--- config.mk ---
export PLATFORM = sky130hd
export DESIGN_NAME = bcr_regs
export DESIGN_NICKNAME = d
export VERILOG_FILES = /design/src/hdl/bcr_pkg.sv /design/src/hdl/bcr_regs.sv /design/src/hdl/bcr_sticky.sv
export SDC_FILE = /design/constraint.sdc
export NUM_CORES = 1
export LEC_CHECK = 0
export BUFFER_PORTS_ARGS = -buffer_cell sky130_fd_sc_hd__buf_2
export CAP_MARGIN = 15
export CORE_ASPECT_RATIO = 2
export CORE_UTILIZATION = 47
export CTS_CLUSTER_DIAMETER = 100
export DETAILED_ROUTE_END_ITERATION = 7
export HOLD_SLACK_MARGIN = 0.02
export PLACE_DENSITY = 0.87
export SKIP_CTS_REPAIR_TIMING = 1
export SLEW_MARGIN = 40
export SYNTH_ARGS = -nofsm -noshare
export SYNTH_HDL_FRONTEND = slang
export SYNTH_SLANG_ARGS = --single-unit
--- constraint.sdc ---
create_clock -name hclk -period 12.25 [get_ports hclk]
set_clock_uncertainty 0.05 [all_clocks]
set_input_delay 3.675 -clock hclk [delete_from_list [all_inputs] [get_ports hclk]]
set_output_delay 3.675 -clock hclk [all_outputs]
set_load 0.005 [all_outputs]
--- src/hdl/bcr_pkg.sv ---
package bcr_pkg;
  // Register indices; byte address is four times the index
  localparam logic [7:0] IDX_BEACON_CTRL = 8'h25;
  localparam logic [7:0] IDX_GATED_CLK   = 8'h26;
  localparam logic [7:0] IDX_TURNAROUND  = 8'h27;
  localparam logic [7:0] IDX_IRQ_STATUS  = 8'h30;
  localparam logic [7:0] IDX_IRQ_MASK    = 8'h31;

  // Beacon control field positions
  localparam int BIT_BEACON_MASK = 7;
  localparam int BIT_WAKE_SRC    = 6;
  localparam int BIT_AVG_HI      = 5;
  localparam int BIT_AVG_LO      = 4;
  // Gated clock field position
  localparam int BIT_SLOT_CLK_EN = 3;
  // Turnaround field positions
  localparam int BIT_TURN_HI     = 7;
  localparam int BIT_TURN_LO     = 4;
  // Interrupt status and mask positions
  localparam int BIT_IRQ_BEACON  = 0;
  localparam int BIT_IRQ_WAKE    = 1;
  localparam int IRQ_W           = 2;

  // Reset values and turnaround minimum
  localparam logic [1:0] RST_AVG_COUNT = 2'h3;
  localparam logic [7:0] RST_TURNAROUND = 8'h48;
  localparam logic [3:0] TURN_MIN       = 4'h2;

  // Averaging encodings
  localparam logic [1:0] AVG_ONE   = 2'h0;
  localparam logic [1:0] AVG_TWO   = 2'h1;
  localparam logic [1:0] AVG_FOUR  = 2'h2;
  localparam logic [1:0] AVG_EIGHT = 2'h3;

  // Timing
  localparam int CLK_PERIOD_NS     = 8;
  localparam int SYMBOL_NS         = 16000;
  localparam int SYMBOL_CYCLES     = SYMBOL_NS / CLK_PERIOD_NS;

  // AHB transfer type
  localparam logic [1:0] HTRANS_NONSEQ = 2'h2;
endpackage

--- src/hdl/bcr_regs.sv ---
// Function
// - Beacon FIFO interrupt blocked while mask bit 7 is one; default zero.
// - Read-only bit 6 shows last wake cause: 1 beacon start, 0 wake-up.
// - Bits 5-4 pick averaging: 11 eight, 10 four, 01 two, 00 one.
// - Slot FIFO clock enabled only while gated clock bit 3 is one.
// - Turnaround upper nibble in 16 us symbols, default 4, minimum 2.
//
// Our own choice: register access over AHB-Lite.
module bcr_regs (
  // Clock and reset
  input  wire logic        hclk,
  input  wire logic        hresetn,
  // AHB-Lite slave
  input  wire logic        hsel,
  input  wire logic [31:0] haddr,
  input  wire logic [1:0]  htrans,
  input  wire logic        hwrite,
  input  wire logic [2:0]  hsize,
  input  wire logic [31:0] hwdata,
  input  wire logic        hready,
  output logic             hreadyout,
  output logic             hresp,
  output logic      [31:0] hrdata,
  // Events from MAC logic, one-cycle pulses
  input  wire logic        beacon_fifo_event,
  input  wire logic        wake_beacon_start,
  input  wire logic        wake_wakeup,
  // Controls to the MAC
  output logic             beacon_fifo_irq,
  output logic      [1:0]  signal_strength_avg_count,
  output logic      [3:0]  avg_symbols,
  output logic             slot_fifo_clock_enable,
  output logic      [3:0]  rx_tx_turnaround,
  output logic      [14:0] turnaround_cycles,
  // Interrupt
  output logic             irq
);

  // Register state
  logic              beacon_fifo_irq_mask_r;
  logic              wake_source_flag_r;
  logic [1:0]        avg_count_r;
  logic              slot_clk_en_r;
  logic [7:0]        turnaround_r;
  logic [1:0]        irq_mask_r;
  logic [1:0]        irq_status;
  logic [1:0]        irq_set;
  logic [1:0]        irq_clr;
  // Bus data phase state
  logic              wr_pend_r;
  logic              rd_pend_r;
  logic [7:0]        idx_r;
  logic              addr_ok;
  logic              take;
  logic [3:0]        turn_eff;
  logic [3:0]        turn_raw;
  // Per-register write strobes, live for one data phase cycle
  logic              wr_beacon;
  logic              wr_gate;
  logic              wr_turn;
  logic              wr_mask;
  logic              wr_status;

  // Address phase accepted on a live selected NONSEQ
  assign take    = hsel && hready && (htrans == bcr_pkg::HTRANS_NONSEQ);
  assign addr_ok = (haddr[31:10] == 22'h00_0000) && (haddr[1:0] == 2'h0);

  // One strobe per register, decoded once from the latched index.
  // Every storage process below then reduces to a plain enable, and an
  // unmapped or misaligned address simply raises no strobe at all, so
  // such a write is dropped without any special case in the registers.
  assign wr_beacon = wr_pend_r && (idx_r == bcr_pkg::IDX_BEACON_CTRL);
  assign wr_gate   = wr_pend_r && (idx_r == bcr_pkg::IDX_GATED_CLK);
  assign wr_turn   = wr_pend_r && (idx_r == bcr_pkg::IDX_TURNAROUND);
  assign wr_mask   = wr_pend_r && (idx_r == bcr_pkg::IDX_IRQ_MASK);
  assign wr_status = wr_pend_r && (idx_r == bcr_pkg::IDX_IRQ_STATUS);

  // Latch address phase for the data phase that follows.
  // The latch only moves while hready is high, so a stalled bus keeps
  // the pending transfer intact; this slave never stalls, but another
  // slave on a shared bus might, and the data phase must then wait.
  // Misaligned or out-of-range addresses never raise a pending flag.
  always_ff @(posedge hclk or negedge hresetn) begin
    if (!hresetn) begin
      wr_pend_r <= 1'b0;
      rd_pend_r <= 1'b0;
      idx_r     <= 8'h00;
    end else if (hready) begin
      wr_pend_r <= take && hwrite && addr_ok;
      rd_pend_r <= take && !hwrite && addr_ok;
      idx_r     <= haddr[9:2];
    end
  end

  // Zero wait state slave, always OKAY
  assign hreadyout = 1'b1;
  assign hresp     = 1'b0;

  // Beacon control: mask and averaging writable, wake flag is not.
  // Write data is taken in the data phase cycle, so the new value is
  // visible from the edge that ends that cycle. The reserved low
  // nibble is not stored; it always reads back as zero.
  // Averaging resets to the longest window, eight symbols.
  always_ff @(posedge hclk or negedge hresetn) begin
    if (!hresetn) begin
      beacon_fifo_irq_mask_r <= 1'b0;
      avg_count_r            <= bcr_pkg::RST_AVG_COUNT;
    end else if (wr_beacon) begin
      beacon_fifo_irq_mask_r <= hwdata[bcr_pkg::BIT_BEACON_MASK];
      avg_count_r <= hwdata[bcr_pkg::BIT_AVG_HI:bcr_pkg::BIT_AVG_LO];
    end
  end

  // Wake cause follows hardware only; beacon start wins a tie.
  // No bus write reaches this flop, which is what makes the flag
  // read-only: software can never mask the true cause of a wake.
  // Without either event the flag holds the cause of the last wake.
  always_ff @(posedge hclk or negedge hresetn) begin
    if (!hresetn) begin
      wake_source_flag_r <= 1'b0;
    end else if (wake_beacon_start) begin
      wake_source_flag_r <= 1'b1;
    end else if (wake_wakeup) begin
      wake_source_flag_r <= 1'b0;
    end
  end

  // Gated clock enable; reserved bits are not stored.
  // Reset leaves the slot FIFO clock stopped so those FIFOs draw no
  // power until software asks for them.
  always_ff @(posedge hclk or negedge hresetn) begin
    if (!hresetn) begin
      slot_clk_en_r <= 1'b0;
    end else if (wr_gate) begin
      slot_clk_en_r <= hwdata[bcr_pkg::BIT_SLOT_CLK_EN];
    end
  end

  // Turnaround kept whole so the reserved nibble reads back as written.
  // Storing the low nibble costs four flops but lets software check
  // that it has kept the reserved value it was asked to keep.
  always_ff @(posedge hclk or negedge hresetn) begin
    if (!hresetn) begin
      turnaround_r <= bcr_pkg::RST_TURNAROUND;
    end else if (wr_turn) begin
      turnaround_r <= hwdata[7:0];
    end
  end

  // Interrupt mask register, same layout as the status register.
  // A one here lets the matching status bit drive the irq line; reset
  // keeps every source quiet until software opts in.
  always_ff @(posedge hclk or negedge hresetn) begin
    if (!hresetn) begin
      irq_mask_r <= 2'h0;
    end else if (wr_mask) begin
      irq_mask_r <= hwdata[1:0];
    end
  end

  // Beacon FIFO interrupt passes only when unmasked.
  // Kept combinational so the pulse keeps the timing of its event.
  assign beacon_fifo_irq = beacon_fifo_event &&
                           !beacon_fifo_irq_mask_r;

  // Event sources for sticky status.
  // A masked beacon event leaves no trace in status either, so
  // unmasking later does not raise a stale interrupt.
  always_comb begin
    irq_set = 2'h0;
    irq_set[bcr_pkg::BIT_IRQ_BEACON] = beacon_fifo_irq;
    irq_set[bcr_pkg::BIT_IRQ_WAKE]   = wake_beacon_start || wake_wakeup;
  end

  // Write one to clear; zeros in the write leave their bits alone,
  // so software can clear one source without racing the other
  assign irq_clr = wr_status ? hwdata[1:0] : 2'h0;

  // Sticky status flags; set beats clear inside the flag module

  bcr_sticky #(
    .W (bcr_pkg::IRQ_W)
  ) u_status (
    .hclk    (hclk),
    .hresetn (hresetn),
    .set_in  (irq_set),
    .clr_in  (irq_clr),
    .flag_r  (irq_status)
  );

  // Level interrupt while any unmasked status bit is set.
  // A level rather than a pulse cannot be lost if the receiver is slow.
  assign irq = |(irq_status & irq_mask_r);

  // Read mux of flops in data phase, so a read after a write sees it.
  // Outside a read data phase the bus shows zero, which keeps hrdata
  // quiet and makes a stray sample harmless. Unmapped indices read 0.
  always_comb begin
    hrdata = 32'h0000_0000;
    if (rd_pend_r) begin
      case (idx_r)
        bcr_pkg::IDX_BEACON_CTRL: begin
          hrdata[bcr_pkg::BIT_BEACON_MASK] = beacon_fifo_irq_mask_r;
          hrdata[bcr_pkg::BIT_WAKE_SRC]    = wake_source_flag_r;
          hrdata[bcr_pkg::BIT_AVG_HI:bcr_pkg::BIT_AVG_LO] = avg_count_r;
        end
        bcr_pkg::IDX_GATED_CLK: begin
          hrdata[bcr_pkg::BIT_SLOT_CLK_EN] = slot_clk_en_r;
        end
        bcr_pkg::IDX_TURNAROUND: begin
          hrdata[7:0] = turnaround_r;
        end
        bcr_pkg::IDX_IRQ_STATUS: begin
          hrdata[1:0] = irq_status;
        end
        bcr_pkg::IDX_IRQ_MASK: begin
          hrdata[1:0] = irq_mask_r;
        end
        default: begin
          hrdata = 32'h0000_0000;
        end
      endcase
    end
  end

  // Averaging length decode into a plain symbol count.
  // The default branch only covers unknown values in simulation.
  always_comb begin
    case (avg_count_r)
      bcr_pkg::AVG_EIGHT: avg_symbols = 4'h8;
      bcr_pkg::AVG_FOUR:  avg_symbols = 4'h4;
      bcr_pkg::AVG_TWO:   avg_symbols = 4'h2;
      bcr_pkg::AVG_ONE:   avg_symbols = 4'h1;
      default:            avg_symbols = 4'h1;
    endcase
  end

  // Register fields straight to the MAC
  assign signal_strength_avg_count = avg_count_r;
  assign slot_fifo_clock_enable    = slot_clk_en_r;

  // Raw nibble as software stored it
  assign turn_raw = turnaround_r[bcr_pkg::BIT_TURN_HI:bcr_pkg::BIT_TURN_LO];

  // Too short a value would break turnaround, so it is held at the floor.
  // The stored value is left alone so software reads back what it wrote;
  // only the copy handed to the timing engine is clamped.
  always_comb begin
    if (turn_raw < bcr_pkg::TURN_MIN) begin
      turn_eff = bcr_pkg::TURN_MIN;
    end else begin
      turn_eff = turn_raw;
    end
  end

  // Symbol count and its length in clock cycles for the timing engine.
  // Fifteen bits hold the largest setting, fifteen symbols of cycles.
  assign rx_tx_turnaround  = turn_eff;
  assign turnaround_cycles = 15'(turn_eff * bcr_pkg::SYMBOL_CYCLES);

endmodule // bcr_regs

--- src/hdl/bcr_sticky.sv ---
// Sticky flags, set by hardware, cleared by software write of one
module bcr_sticky #(
  parameter int W = 2
) (
  // Clock and reset
  input  wire logic         hclk,
  input  wire logic         hresetn,
  // Set and clear vectors
  input  wire logic [W-1:0] set_in,
  input  wire logic [W-1:0] clr_in,
  // Flag state
  output logic      [W-1:0] flag_r
);

  // Set beats clear so an event in the clearing cycle survives
  always_ff @(posedge hclk or negedge hresetn) begin
    if (!hresetn) begin
      flag_r <= '0;
    end else begin
      flag_r <= (flag_r & ~clr_in) | set_in;
    end
  end

endmodule // bcr_sticky

Word level (Yosys, flattened, before mapping)
Index checks and enable logic that the tools add are counted.
Widths: inputs -> output; s select.
{"block": "word_totals", "wordCells": 56, "output_inout_bits": 62, "ff_bits": 27, "in_bits": 77}
{"block": "op_classes", "reduce_logical": 21, "bitwise": 4, "muxes": 10, "order_cmp": 1, "multipliers": 1, "n_eq_ne": 9}
{"operator": "$eq 8x6->1 const B", "count": 5}
{"operator": "$logic_not 22->1", "count": 1}
{"operator": "$pmux 4 s4", "count": 1}
{"operator": "$logic_and 1x1->1", "count": 13}
{"operator": "$mul 4x7->11 const B", "count": 1}
{"operator": "$mux 8", "count": 1}
{"operator": "$pmux 4 s2", "count": 1}
{"operator": "$eq 2x2->1 const B", "count": 3}
{"operator": "$pmux 2 s3", "count": 1}
{"operator": "$and 2x2->2", "count": 2}
{"operator": "$logic_not 2->1", "count": 2}
{"operator": "$lt 4x2->1 const B", "count": 1}
{"operator": "$mux 4", "count": 1}
{"operator": "$mux 1", "count": 3}
{"operator": "$eq 2x1->1 const B", "count": 1}
{"operator": "$logic_not 1->1", "count": 2}
{"operator": "$mux 2", "count": 1}
{"operator": "$not 2->2", "count": 1}
{"operator": "$or 2x2->2", "count": 1}
{"operator": "$pmux 1 s2", "count": 1}
{"operator": "$reduce_bool 2->1", "count": 1}
{"operator": "$reduce_or 2->1", "count": 1}
{"operator": "$logic_or 1x1->1", "count": 1}

Depth between registers and ports, before layout
Gate-level depths: netlist of run 1.
{"block": "depth", "ltp_word": 6, "ltp_mapped": 13, "mapped_depth_nobuf": 13}

Cells and area by module
Synthesis of run 1 repeated with hierarchy kept, for this count alone.
{"block": "unflattened", "cells_unflattened": 219, "hier_area_um2": 2212.1}
{"mod": "bcr_regs", "seq_area_each_um2": 630.6, "instances": 1, "cells_per_inst": 213, "area_per_inst_um2": 2139.6}
{"mod": "bcr_sticky", "seq_area_each_um2": 50.0, "instances": 1, "cells_per_inst": 6, "area_per_inst_um2": 72.6}

Worst setup path after synthesis of run 1
No wires, ideal clock.
{"block": "synth_timing", "kind": "input to output", "start": "input port beacon_fifo_event", "end": "output port beacon_fifo_irq", "path_buffers": 0, "path_slack_ps": 4684, "path_stages": 1, "required_ps": 8525, "t_arrival_ps": 3841, "cell_sequence": "nor2b_1"}
{"block": "synth_via", "elab_chain_cells": 1}
{"element": "start: declaration", "line_no": "bcr_regs.sv:25", "source": "input wire logic beacon_fifo_event,"}
{"element": "$logic_and 1x1->1", "line_no": "bcr_regs.sv:163", "source": "assign beacon_fifo_irq = beacon_fifo_event &&"}
{"element": "end: declaration", "line_no": "bcr_regs.sv:29", "source": "output logic beacon_fifo_irq,"}
Every way passes these cells.

Final worst setup path of run 1
Ends and elaborated chain as after synthesis.

==> results of run 1 <==
report_power, final:
| group | switching, mW | internal (mW) | total [mW] |
|---|---|---|---|
| Sequential | 0.00585 | 0.0938 | 0.0996 |
| Combinational | 0.0436 | 0.0423 | 0.0858 |
| Clock | 0.0267 | 0.0228 | 0.0495 |
| Total | 0.0761 | 0.159 | 0.235 |
cell families (layout without fill, tap and decap cells):
group,after synthesis,after routing,synth area share
fa+ha+maj,21,21,0.141
other cells,2,30,0.00336
simple gates,67,67,0.179
mux,31,31,0.153
buf+inv,55,105,0.146
xor+xnor,5,5,0.0196
flops,27,27,0.304
compound gates,17,17,0.0537
cells in the final DEF, fill, tap and decap left out, types with 2 or more instances in the layout:
cell type  instances
a22oi_1            2
clkbuf_8           3
inv_1             20
xor2_1             2
o21ai_0            2
xnor2_1            3
nand2_1           10
mux2i_1            6
a21o_1             2
nor2_1            15
nor2b_1            4
mux2_2            23
nand2b_1           6
nand3b_1           2
o32ai_1            2
mux2_1             2
buf_2             81
nand3_1            6
nor4_1             5
fa_1               7
and2_1             4
dfrtp_1           23
a21oi_1            4
and3_1             2
conb_1            30
dfstp_2            4
ha_1              14
state kept, by name, summed over array words and instances (netlist names):
register and flops:
turnaround_r 8, beacon_fifo_irq_mask_r 1, irq_mask_r 2, idx_r 8, rd_pend_r 1, wr_pend_r 1
u_status.flag_r 2, wake_source_flag_r 1, slot_fifo_clock_enable 1, signal_strength_avg_count 2
metrics by stage:
| stage | instances | utilization |
|---|---|---|
| floorplan | 253 | - |
| global placement | 354 | 0.558 |
| detailed placement | 354 | 0.558 |
| CTS | 358 | 0.568 |
| global route | 358 | 0.568 |
| finish | 358 | 0.568 |
worst max-delay path, stage by stage:
cell	delay (ps)
buf_2	80
nor2b_1	180
buf_2	140
worst paths after layout:
check	slack, ps	from	to
max	4450	beacon_fifo_event	beacon_fifo_irq
min	450	wake_source_flag_r	wake_source_flag_r
max reg2reg	10120	idx_r[3]	irq_mask_r[0]
min reg2reg	450	wake_source_flag_r	wake_source_flag_r
max in group asynchronous	8420	hresetn	turnaround_r[4]
min in group asynchronous	3350	hresetn	idx_r[6]
final cells by class:
type,count,area share
clock buffer,3,0.0158
clock inverter,1,0.00192
tap,55,0.0264
multi-input combinational,171,0.511
sequential,27,0.261
inverter,20,0.0288
timing repair buffer,81,0.155
routing by layer:
layer	share of wire	wire (um)
met4	0.029	132
met5	0	0
met1	0.32	1470
met2	0.59	2740
met3	0.064	294
==> results.tsv, run 1 <==
metric	value	unit
Tcrit/Tclk final	0.637	
CTS tree	yes	
Synth Cell Area	0.00224	mm^2
Avg Inst Size Synth	9.94	um^2
initial antenna violation count	0	
sum of negative setup slack	0	ps
met1 Use GR	0.171	
met3 Track Usage GR	0.0183	
Root Buffer	clkbuf_8	
most common cell in the netlist	buf_4	
die footprint	0.00505	mm^2
most frequent cells after synthesis	buf_4, dfrtp_1, mux2_2, inv_1, nor2_1	
I/O pins	139	
Worst-Skew Late Latency	270	ps
drt drc	0	
synthesized flop and latch total	27	
final wirelength	4630	um
Core ar.	0.00460	mm^2
Crit. End Element	primary output	
sequential share of the synthesized area	0.304	
Register-to-Register Path Depth	4	
Achievable Freq	128	MHz
main flop type after synthesis	dfrtp_1	
number of antenna diodes	0	
Finished Cell Area	0.00261	mm^2
gr ovfl total	0	
Final Total Pwr	235	uW
H-tree Lvls	1	
area grow syn2layout	16.7	%
CTS Sinks	27	
Routed Antenna Nets	0	
Hold Crit Depth	1	
top post-synthesis cells by area	dfrtp_1, mux2_2, buf_4	
Setup WS post-layout	4450	ps
Multi-input gate area	0.00133	mm^2
Yosys top cell area share	0.257	
via count	1814	
Synth area leader	dfrtp_1	
# nets final	402	
post-synthesis cell count	225	
Pwr per Cell Area	90.0	mW/mm^2
CP Data Required Time	8520	ps
CTS Buffer Depth	2	
sequential cell area	681	um^2
Slew headroom	0.609	
Synth Warn #	0	
DP Wirelength	3920	um
post-layout min period	7800	ps
startpoint types	primary input	
Starting DRT DRC Count	20	
max-slew violation total from the final report	0	
pre-CTS WS	4460	ps
global-route wire length before repair	7330	um
GRT Util Overall	0.189	
measured slew at the worst slew-check pin	587	ps
Hold Slack	449	ps
Cell Area, Placed	0.00256	mm^2
Post-synth ARST share	1.00	
Port Buf Inserts	81	
routing usage on met2	0.393	
starting density of the core	0.486	
largest net degree at the start of global routing	28	
maxcap violations	0	
DR WL/cell	12.9	um
RSZ-0062 raised after global routing	no	
Setup CP Type	in -> out	
final setup vio count	0	
DR vias/cell	5.07	
Die Wd	50.8	um
Worst-path clk slew	90	ps
status	complete, no violations	
Chip Height	99.5	um
Worst EP arrival	4080	ps
share of post-route cells with drive strength above 1	0.389	
RePlAce Congestion	0.835	
VDD IR max	0.101	mV
largest fanout on the critical path	2	
P_leak	1.35	nW
library cells used by synthesis	46	
EDFF count, synth	0	
vias in the first global route	1783	
HP Class	reg -> reg	
Layout fillers	402	
placement row count	35	
DR pass1 iterations	4	
global route hottest layer	met2	
Final Hold Vio Count	0	
CTS Buf Count	3	
Power figures use the tool's default switching activity.
==> inputs of run 2 (changes only) <==
--- a/config.mk
+++ b/config.mk
@@ -8,11 +8,11 @@
 export BUFFER_PORTS_ARGS = -buffer_cell sky130_fd_sc_hd__buf_2
 export CAP_MARGIN = 15
 export CORE_ASPECT_RATIO = 2
-export CORE_UTILIZATION = 47
+export CORE_UTILIZATION = 44
 export CTS_CLUSTER_DIAMETER = 100
 export DETAILED_ROUTE_END_ITERATION = 7
 export HOLD_SLACK_MARGIN = 0.02
-export PLACE_DENSITY = 0.87
+export PLACE_DENSITY = 0.82
 export SKIP_CTS_REPAIR_TIMING = 1
 export SLEW_MARGIN = 40
 export SYNTH_ARGS = -nofsm -noshare
==> constraint.sdc (replaced) <==
create_clock -name hclk -period 8.1 [get_ports hclk]
set_clock_uncertainty 0.05 [all_clocks]
set_input_delay 2.43 -clock hclk [delete_from_list [all_inputs] [get_ports hclk]]
set_output_delay 2.43 -clock hclk [all_outputs]
set_load 0.005 [all_outputs]
==> run 2 against run 1 <==
  * Worst hold slack got worse by 1.2 ps
  * Flip-flop and latch count unchanged
  * Cell area increased by 0.19%
==> results.tsv, run 2 (synthesized netlist as in run 1, its figures left out) <==
metric	value	unit	change
Worst-path clk slew	90	ps	about the same
routed length on met3	305	um	was 294 um
initial antenna violation count	0		unchanged
crit path max-delay cell type	dfstp_2		was nor2b_1
Core ar.	0.00486	mm^2	was 0.00460 mm^2
DP Wirelength	3940	um	was 3920 um
Starting DRT DRC Count	22		was 20
RePlAce Congestion	0.844		was 0.835
die footprint	0.00539	mm^2	was 0.00505 mm^2
Slew headroom	0.616		was 0.609
RSZ-0062 raised after global routing	no		unchanged
GRT Util Overall	0.179		was 0.189
final setup vio count	0		unchanged
max-slew violation total from the final report	0		unchanged
# nets final	402		unchanged
Crit. End Element	primary output		unchanged
status	complete, no violations		unchanged
HP Class	reg -> reg		unchanged
CP bufs+invs	4		was 2
CTS Buf Count	3		unchanged
biggest cell delay along the critical path	580	ps	was 180 ps
non-filler cells, final	360		was 358
DR vias/cell	4.92		was 5.07
Pwr per Cell Area	136	mW/mm^2	was 90.0 mW/mm^2
top flop regs	idx_r x8, turnaround_r x8		unchanged
H-tree Lvls	1		unchanged
maxcap violations	0		unchanged
most used cell, CP	inv_1		was buf_2
Setup CP Type	reg -> out		was in -> out
share of post-route cells with drive strength above 1	0.389		unchanged
sum of negative setup slack	0	ps	unchanged
via count	1770		was 1814
starting density of the core	0.460		was 0.486
P_leak	1.34	nW	was 1.35 nW
Tcrit/Tclk final	0.794		
Cell Area, Placed	0.00257	mm^2	was 0.00256 mm^2
Root Buffer	clkbuf_8		unchanged
largest fanout on the critical path	5		was 2
family with the most delay on the worst path	adder cells		was buffers and inverters
pre-CTS WS	1940	ps	was 4460 ps
Finished Cell Area	0.00262	mm^2	was 0.00261 mm^2
DR WL/cell	12.5	um	was 12.9 um
measured slew at the worst slew-check pin	576	ps	was 587 ps
largest net degree at the start of global routing	28		unchanged
gr ovfl total	0		unchanged
post-layout min period	6430	ps	
vias in the first global route	1768		was 1783
Top Layer Used	met4		unchanged
Critical Path, Cell by Cell	inv_1 -> ha_1 -> or2_2 -> fa_1 -> inv_1 -> fa_1 -> inv_1 -> ha_1 -> nand3b_1 -> o221ai_1 -> nor3b_1 -> nand4b_1 -> buf_2		was buf_2 -> nor2b_1 -> buf_2
drt drc	0		unchanged
Final Total Pwr	357	uW	was 235 uW
most frequent cells in the layout	buf_2, conb_1, mux2_2, dfrtp_1, inv_1		unchanged
most common cell after layout, fill and taps aside	buf_2		unchanged
CTS tree	yes		unchanged
Final Hold Vio Count	0		unchanged
DRT met1 WL	1390	um	was 1470 um
Setup WS post-layout	1670	ps	was 4450 ps
CP Data Required Time	5620	ps	was 8520 ps
final wirelength	4510	um	was 4630 um
Chip Height	103	um	was 99.5 um
Worst-Skew Late Latency	270	ps	about the same
placed cells	356		was 354
Worst EP arrival	3950	ps	was 4080 ps
number of antenna diodes	0		unchanged
Hold Slack	448	ps	was 449 ps
I/O pins	139		unchanged
Port Buf Inserts	81		unchanged
startpoint types	flop		was primary input
Die Wd	52.4	um	was 50.8 um
CTS Buffer Depth	2		unchanged
area grow syn2layout	17.0	%	was 16.7%
sequential cell area	681	um^2	unchanged
Multi-input gate area	0.00133	mm^2	unchanged
placement row count	36		was 35
global-route wire length before repair	7310	um	was 7330 um
met2 WL	2750	um	was 2740 um
CTS Sinks	27		unchanged
Achievable Freq	155	MHz	
VDD IR max	0.195	mV	was 0.101 mV
Routed Antenna Nets	0		unchanged
Layout fillers	458		was 402
DR pass1 iterations	4		unchanged
Util after Layout	0.538		was 0.568
run 2: cell count changes in the layout (fill, tap and decap cells not counted), sizes merged:
| cell | previous run | this run |
|---|---|---|
| clkinv | 1 | 0 |
| clkinvlp | 0 | 1 |
run 2: power breakdown:
part	switching, mW	internal [mW]
Sequential	0.00858	0.142
Clock	0.0410	0.0349
Combinational	0.0663	0.0642
Total	0.116	0.241
run 2: worst paths after layout:
kind	depth (start not counted)	slack, ps	from	endpoint
max	13	1670	turnaround_r[6]	turnaround_cycles[14]
min	1	450	wake_source_flag_r	wake_source_flag_r
max reg2reg	4	5960	idx_r[3]	irq_mask_r[0]
min reg2reg	1	450	wake_source_flag_r	wake_source_flag_r
max in group asynchronous	1	5520	hresetn	signal_strength_avg_count[1]
min in group asynchronous	1	2090	hresetn	idx_r[3]
run 2: area by class of cell:
class,count,area share
inverter,20,0.0287
clock buffer,3,0.0158
timing repair buffer,81,0.155
multi-input combinational,171,0.510
clock inverter,1,0.00287
sequential,27,0.260
tap,57,0.0273
run 2: per-layer routing:
layer / global-route usage / vias up
met2: 0.384 / 85
met3: 0.0206 / 6
met5: 0 / -
met1: 0.157 / 821
li1: - / 858
met4: 0.0506 / 0
==> inputs of run 3 (changes only) <==
--- a/config.mk
+++ b/config.mk
@@ -8,11 +8,11 @@
 export BUFFER_PORTS_ARGS = -buffer_cell sky130_fd_sc_hd__buf_2
 export CAP_MARGIN = 15
 export CORE_ASPECT_RATIO = 2
-export CORE_UTILIZATION = 44
+export CORE_UTILIZATION = 39
 export CTS_CLUSTER_DIAMETER = 100
 export DETAILED_ROUTE_END_ITERATION = 7
 export HOLD_SLACK_MARGIN = 0.02
-export PLACE_DENSITY = 0.82
+export PLACE_DENSITY = 0.77
 export SKIP_CTS_REPAIR_TIMING = 1
 export SLEW_MARGIN = 40
 export SYNTH_ARGS = -nofsm -noshare
==> constraint.sdc (replaced) <==
create_clock -name hclk -period 5.45 [get_ports hclk]
set_clock_uncertainty 0.05 [all_clocks]
set_input_delay 1.635 -clock hclk [delete_from_list [all_inputs] [get_ports hclk]]
set_output_delay 1.635 -clock hclk [all_outputs]
set_load 0.005 [all_outputs]
==> run 3 against run 2 <==
  * Combinational power is 66% higher
  * Count of clock-buffer cells in the layout is 1 higher
  * Critical path depth stayed put
  * Die area is 12% higher
  * Largest cell class unchanged
  * Highest routed layer unchanged
==> results.tsv, run 3 (synthesized netlist as in run 1, its figures left out) <==
metric	value	unit	change
status	complete, no violations		unchanged
initial antenna violation count	0		unchanged
measured slew at the worst slew-check pin	576	ps	about the same
DP Wirelength	4160	um	was 3940 um
largest net degree at the start of global routing	28		unchanged
maxcap violations	0		unchanged
CTS Buffer Depth	2		unchanged
final wirelength	4810	um	was 4510 um
Setup CP Type	reg -> out		unchanged
Setup WS post-layout	124	ps	was 1670 ps
largest fanout on the critical path	5		unchanged
global-route wire length before repair	7450	um	was 7310 um
CTS tree	yes		unchanged
Tcrit/Tclk final	0.977		
Die Wd	55.5	um	was 52.4 um
DR WL/cell	13.1	um	was 12.5 um
CTS Buf Count	3		unchanged
drt drc	0		unchanged
number of antenna diodes	0		unchanged
GRT Util Overall	0.154		was 0.179
combinational power share	0.394		was 0.366
HP Class	reg -> reg		unchanged
via count	1819		was 1770
Worst EP arrival	3640	ps	was 3950 ps
share of post-route cells with drive strength above 1	0.414		was 0.389
Core ar.	0.00547	mm^2	was 0.00486 mm^2
Crit. End Element	primary output		unchanged
most used cell, CP	inv_1		unchanged
H-tree Lvls	1		unchanged
Worst-Skew Late Latency	270	ps	about the same
DR pass1 iterations	4		unchanged
gr ovfl total	0		unchanged
sw power	179	uW	was 116 uW
starting density of the core	0.409		was 0.460
Final Total Pwr	552	uW	was 357 uW
Chip Height	109	um	was 103 um
pre-CTS WS	212	ps	was 1940 ps
final setup vio count	0		unchanged
Worst-path clk slew	80	ps	was 90 ps
Int Pwr	373	uW	was 241 uW
top flop regs	idx_r x8, turnaround_r x8		unchanged
CTS Sinks	27		unchanged
placement row count	38		was 36
Final Hold Vio Count	0		unchanged
Critical Path, Cell by Cell	inv_1 -> ha_1 -> or2_4 -> fa_2 -> inv_1 -> fa_1 -> inv_1 -> ha_4 -> nand3b_1 -> o221ai_2 -> nor3b_1 -> nand4b_1 -> buf_2		was inv_1 -> ha_1 -> or2_2 -> fa_1 -> inv_1 -> fa_1 -> inv_1 -> ha_1 -> nand3b_1 -> o221ai_1 -> nor3b_1 -> nand4b_1 -> buf_2
most common cell after layout, fill and taps aside	buf_2		unchanged
placed cells	361		was 356
biggest cell delay along the critical path	570	ps	was 580 ps
area grow syn2layout	20.3	%	was 17.0%
clock power share	0.202		was 0.213
share of power burned in registers	0.404		was 0.422
Pwr per Cell Area	205	mW/mm^2	was 136 mW/mm^2
VDD IR max	0.227	mV	was 0.195 mV
CP Data Required Time	3760	ps	was 5620 ps
max-slew violation total from the final report	0		unchanged
I/O pins	139		unchanged
Starting DRT DRC Count	23		was 22
Port Buf Inserts	81		unchanged
Root Buffer	clkbuf_8		unchanged
vias in the first global route	1844		was 1768
crit path max-delay cell type	fa_2		was dfstp_2
sequential cell area	681	um^2	unchanged
Layout fillers	526		was 458
non-filler cells, final	367		was 360
# nets final	406		was 402
P_leak	1.37	nW	was 1.34 nW
Routed Antenna Nets	0		unchanged
startpoint types	flop		unchanged
post-layout min period	5330	ps	
switching share of total power	0.324		was 0.325
RePlAce Congestion	0.833		was 0.844
Multi-input gate area	0.00138	mm^2	was 0.00133 mm^2
Slew headroom	0.616		about the same
most frequent cells in the layout	buf_2, conb_1, mux2_2, dfrtp_1, inv_1		unchanged
DR vias/cell	4.96		was 4.92
die footprint	0.00606	mm^2	was 0.00539 mm^2
Achievable Freq	188	MHz	
-- run 3: area by class of cell --
type                    instances  area share
multi-input cells             171       0.512
well taps                      60      0.0279
inverters                      20      0.0279
repair buffers                 85       0.162
flip-flops and latches         27       0.253
clock buffers                   4      0.0168
-- run 3: worst paths after layout --
path	from	end	slack [ps]	depth (start not counted)
max	turnaround_r[6]	turnaround_cycles[14]	120	13
min	wake_source_flag_r	wake_source_flag_r	450	1
max reg2reg	idx_r[3]	irq_mask_r[1]	3320	4
min reg2reg	wake_source_flag_r	wake_source_flag_r	450	1
max in group asynchronous	hresetn	turnaround_r[3]	3670	1
min in group asynchronous	hresetn	idx_r[7]	1300	1
-- run 3: layer usage --
layer / wire, um / GRT usage
met3: 335 / 0.0332
met1: 1450 / 0.127
met4: 62 / 0.0446
met2: 2960 / 0.340
met5: 0 / 0
-- run 3: power groups by stage --
stage,clock network (mW),registers (mW),logic [mW]
6_report,0.112,0.223,0.217
4_1_cts,0.113,0.223,0.199
5_1_grt,0.120,0.224,0.240
2_1_floorplan,0,0.220,0.146
3_3_place_gp,0,0.227,0.190
3_5_place_dp,0,0.227,0.198
-- run 3: through the flow --
step / TNS [ps] / hold WS, ps / area, um^2 / utilization
5_1_grt: -2.44 / 474 / 2690 / 0.492
3_3_place_gp: 0 / 432 / 2580 / 0.473
4_1_cts: -172 / 460 / 2630 / 0.481
6_report: 0 / 449 / 2690 / 0.492
3_5_place_dp: 0 / 440 / 2580 / 0.473
2_1_floorplan: 0 / 398 / 2340 / -
-- run 3: critical path, delay by kind of cell (launching register included) --
kind / cells / cell delay, ps
AOI/OAI and AO/OA: 1 / 270
buffers and inverters: 4 / 330
DFF: 1 / 560
and+or+nand+nor: 4 / 630
adders and majority gates: 4 / 1570
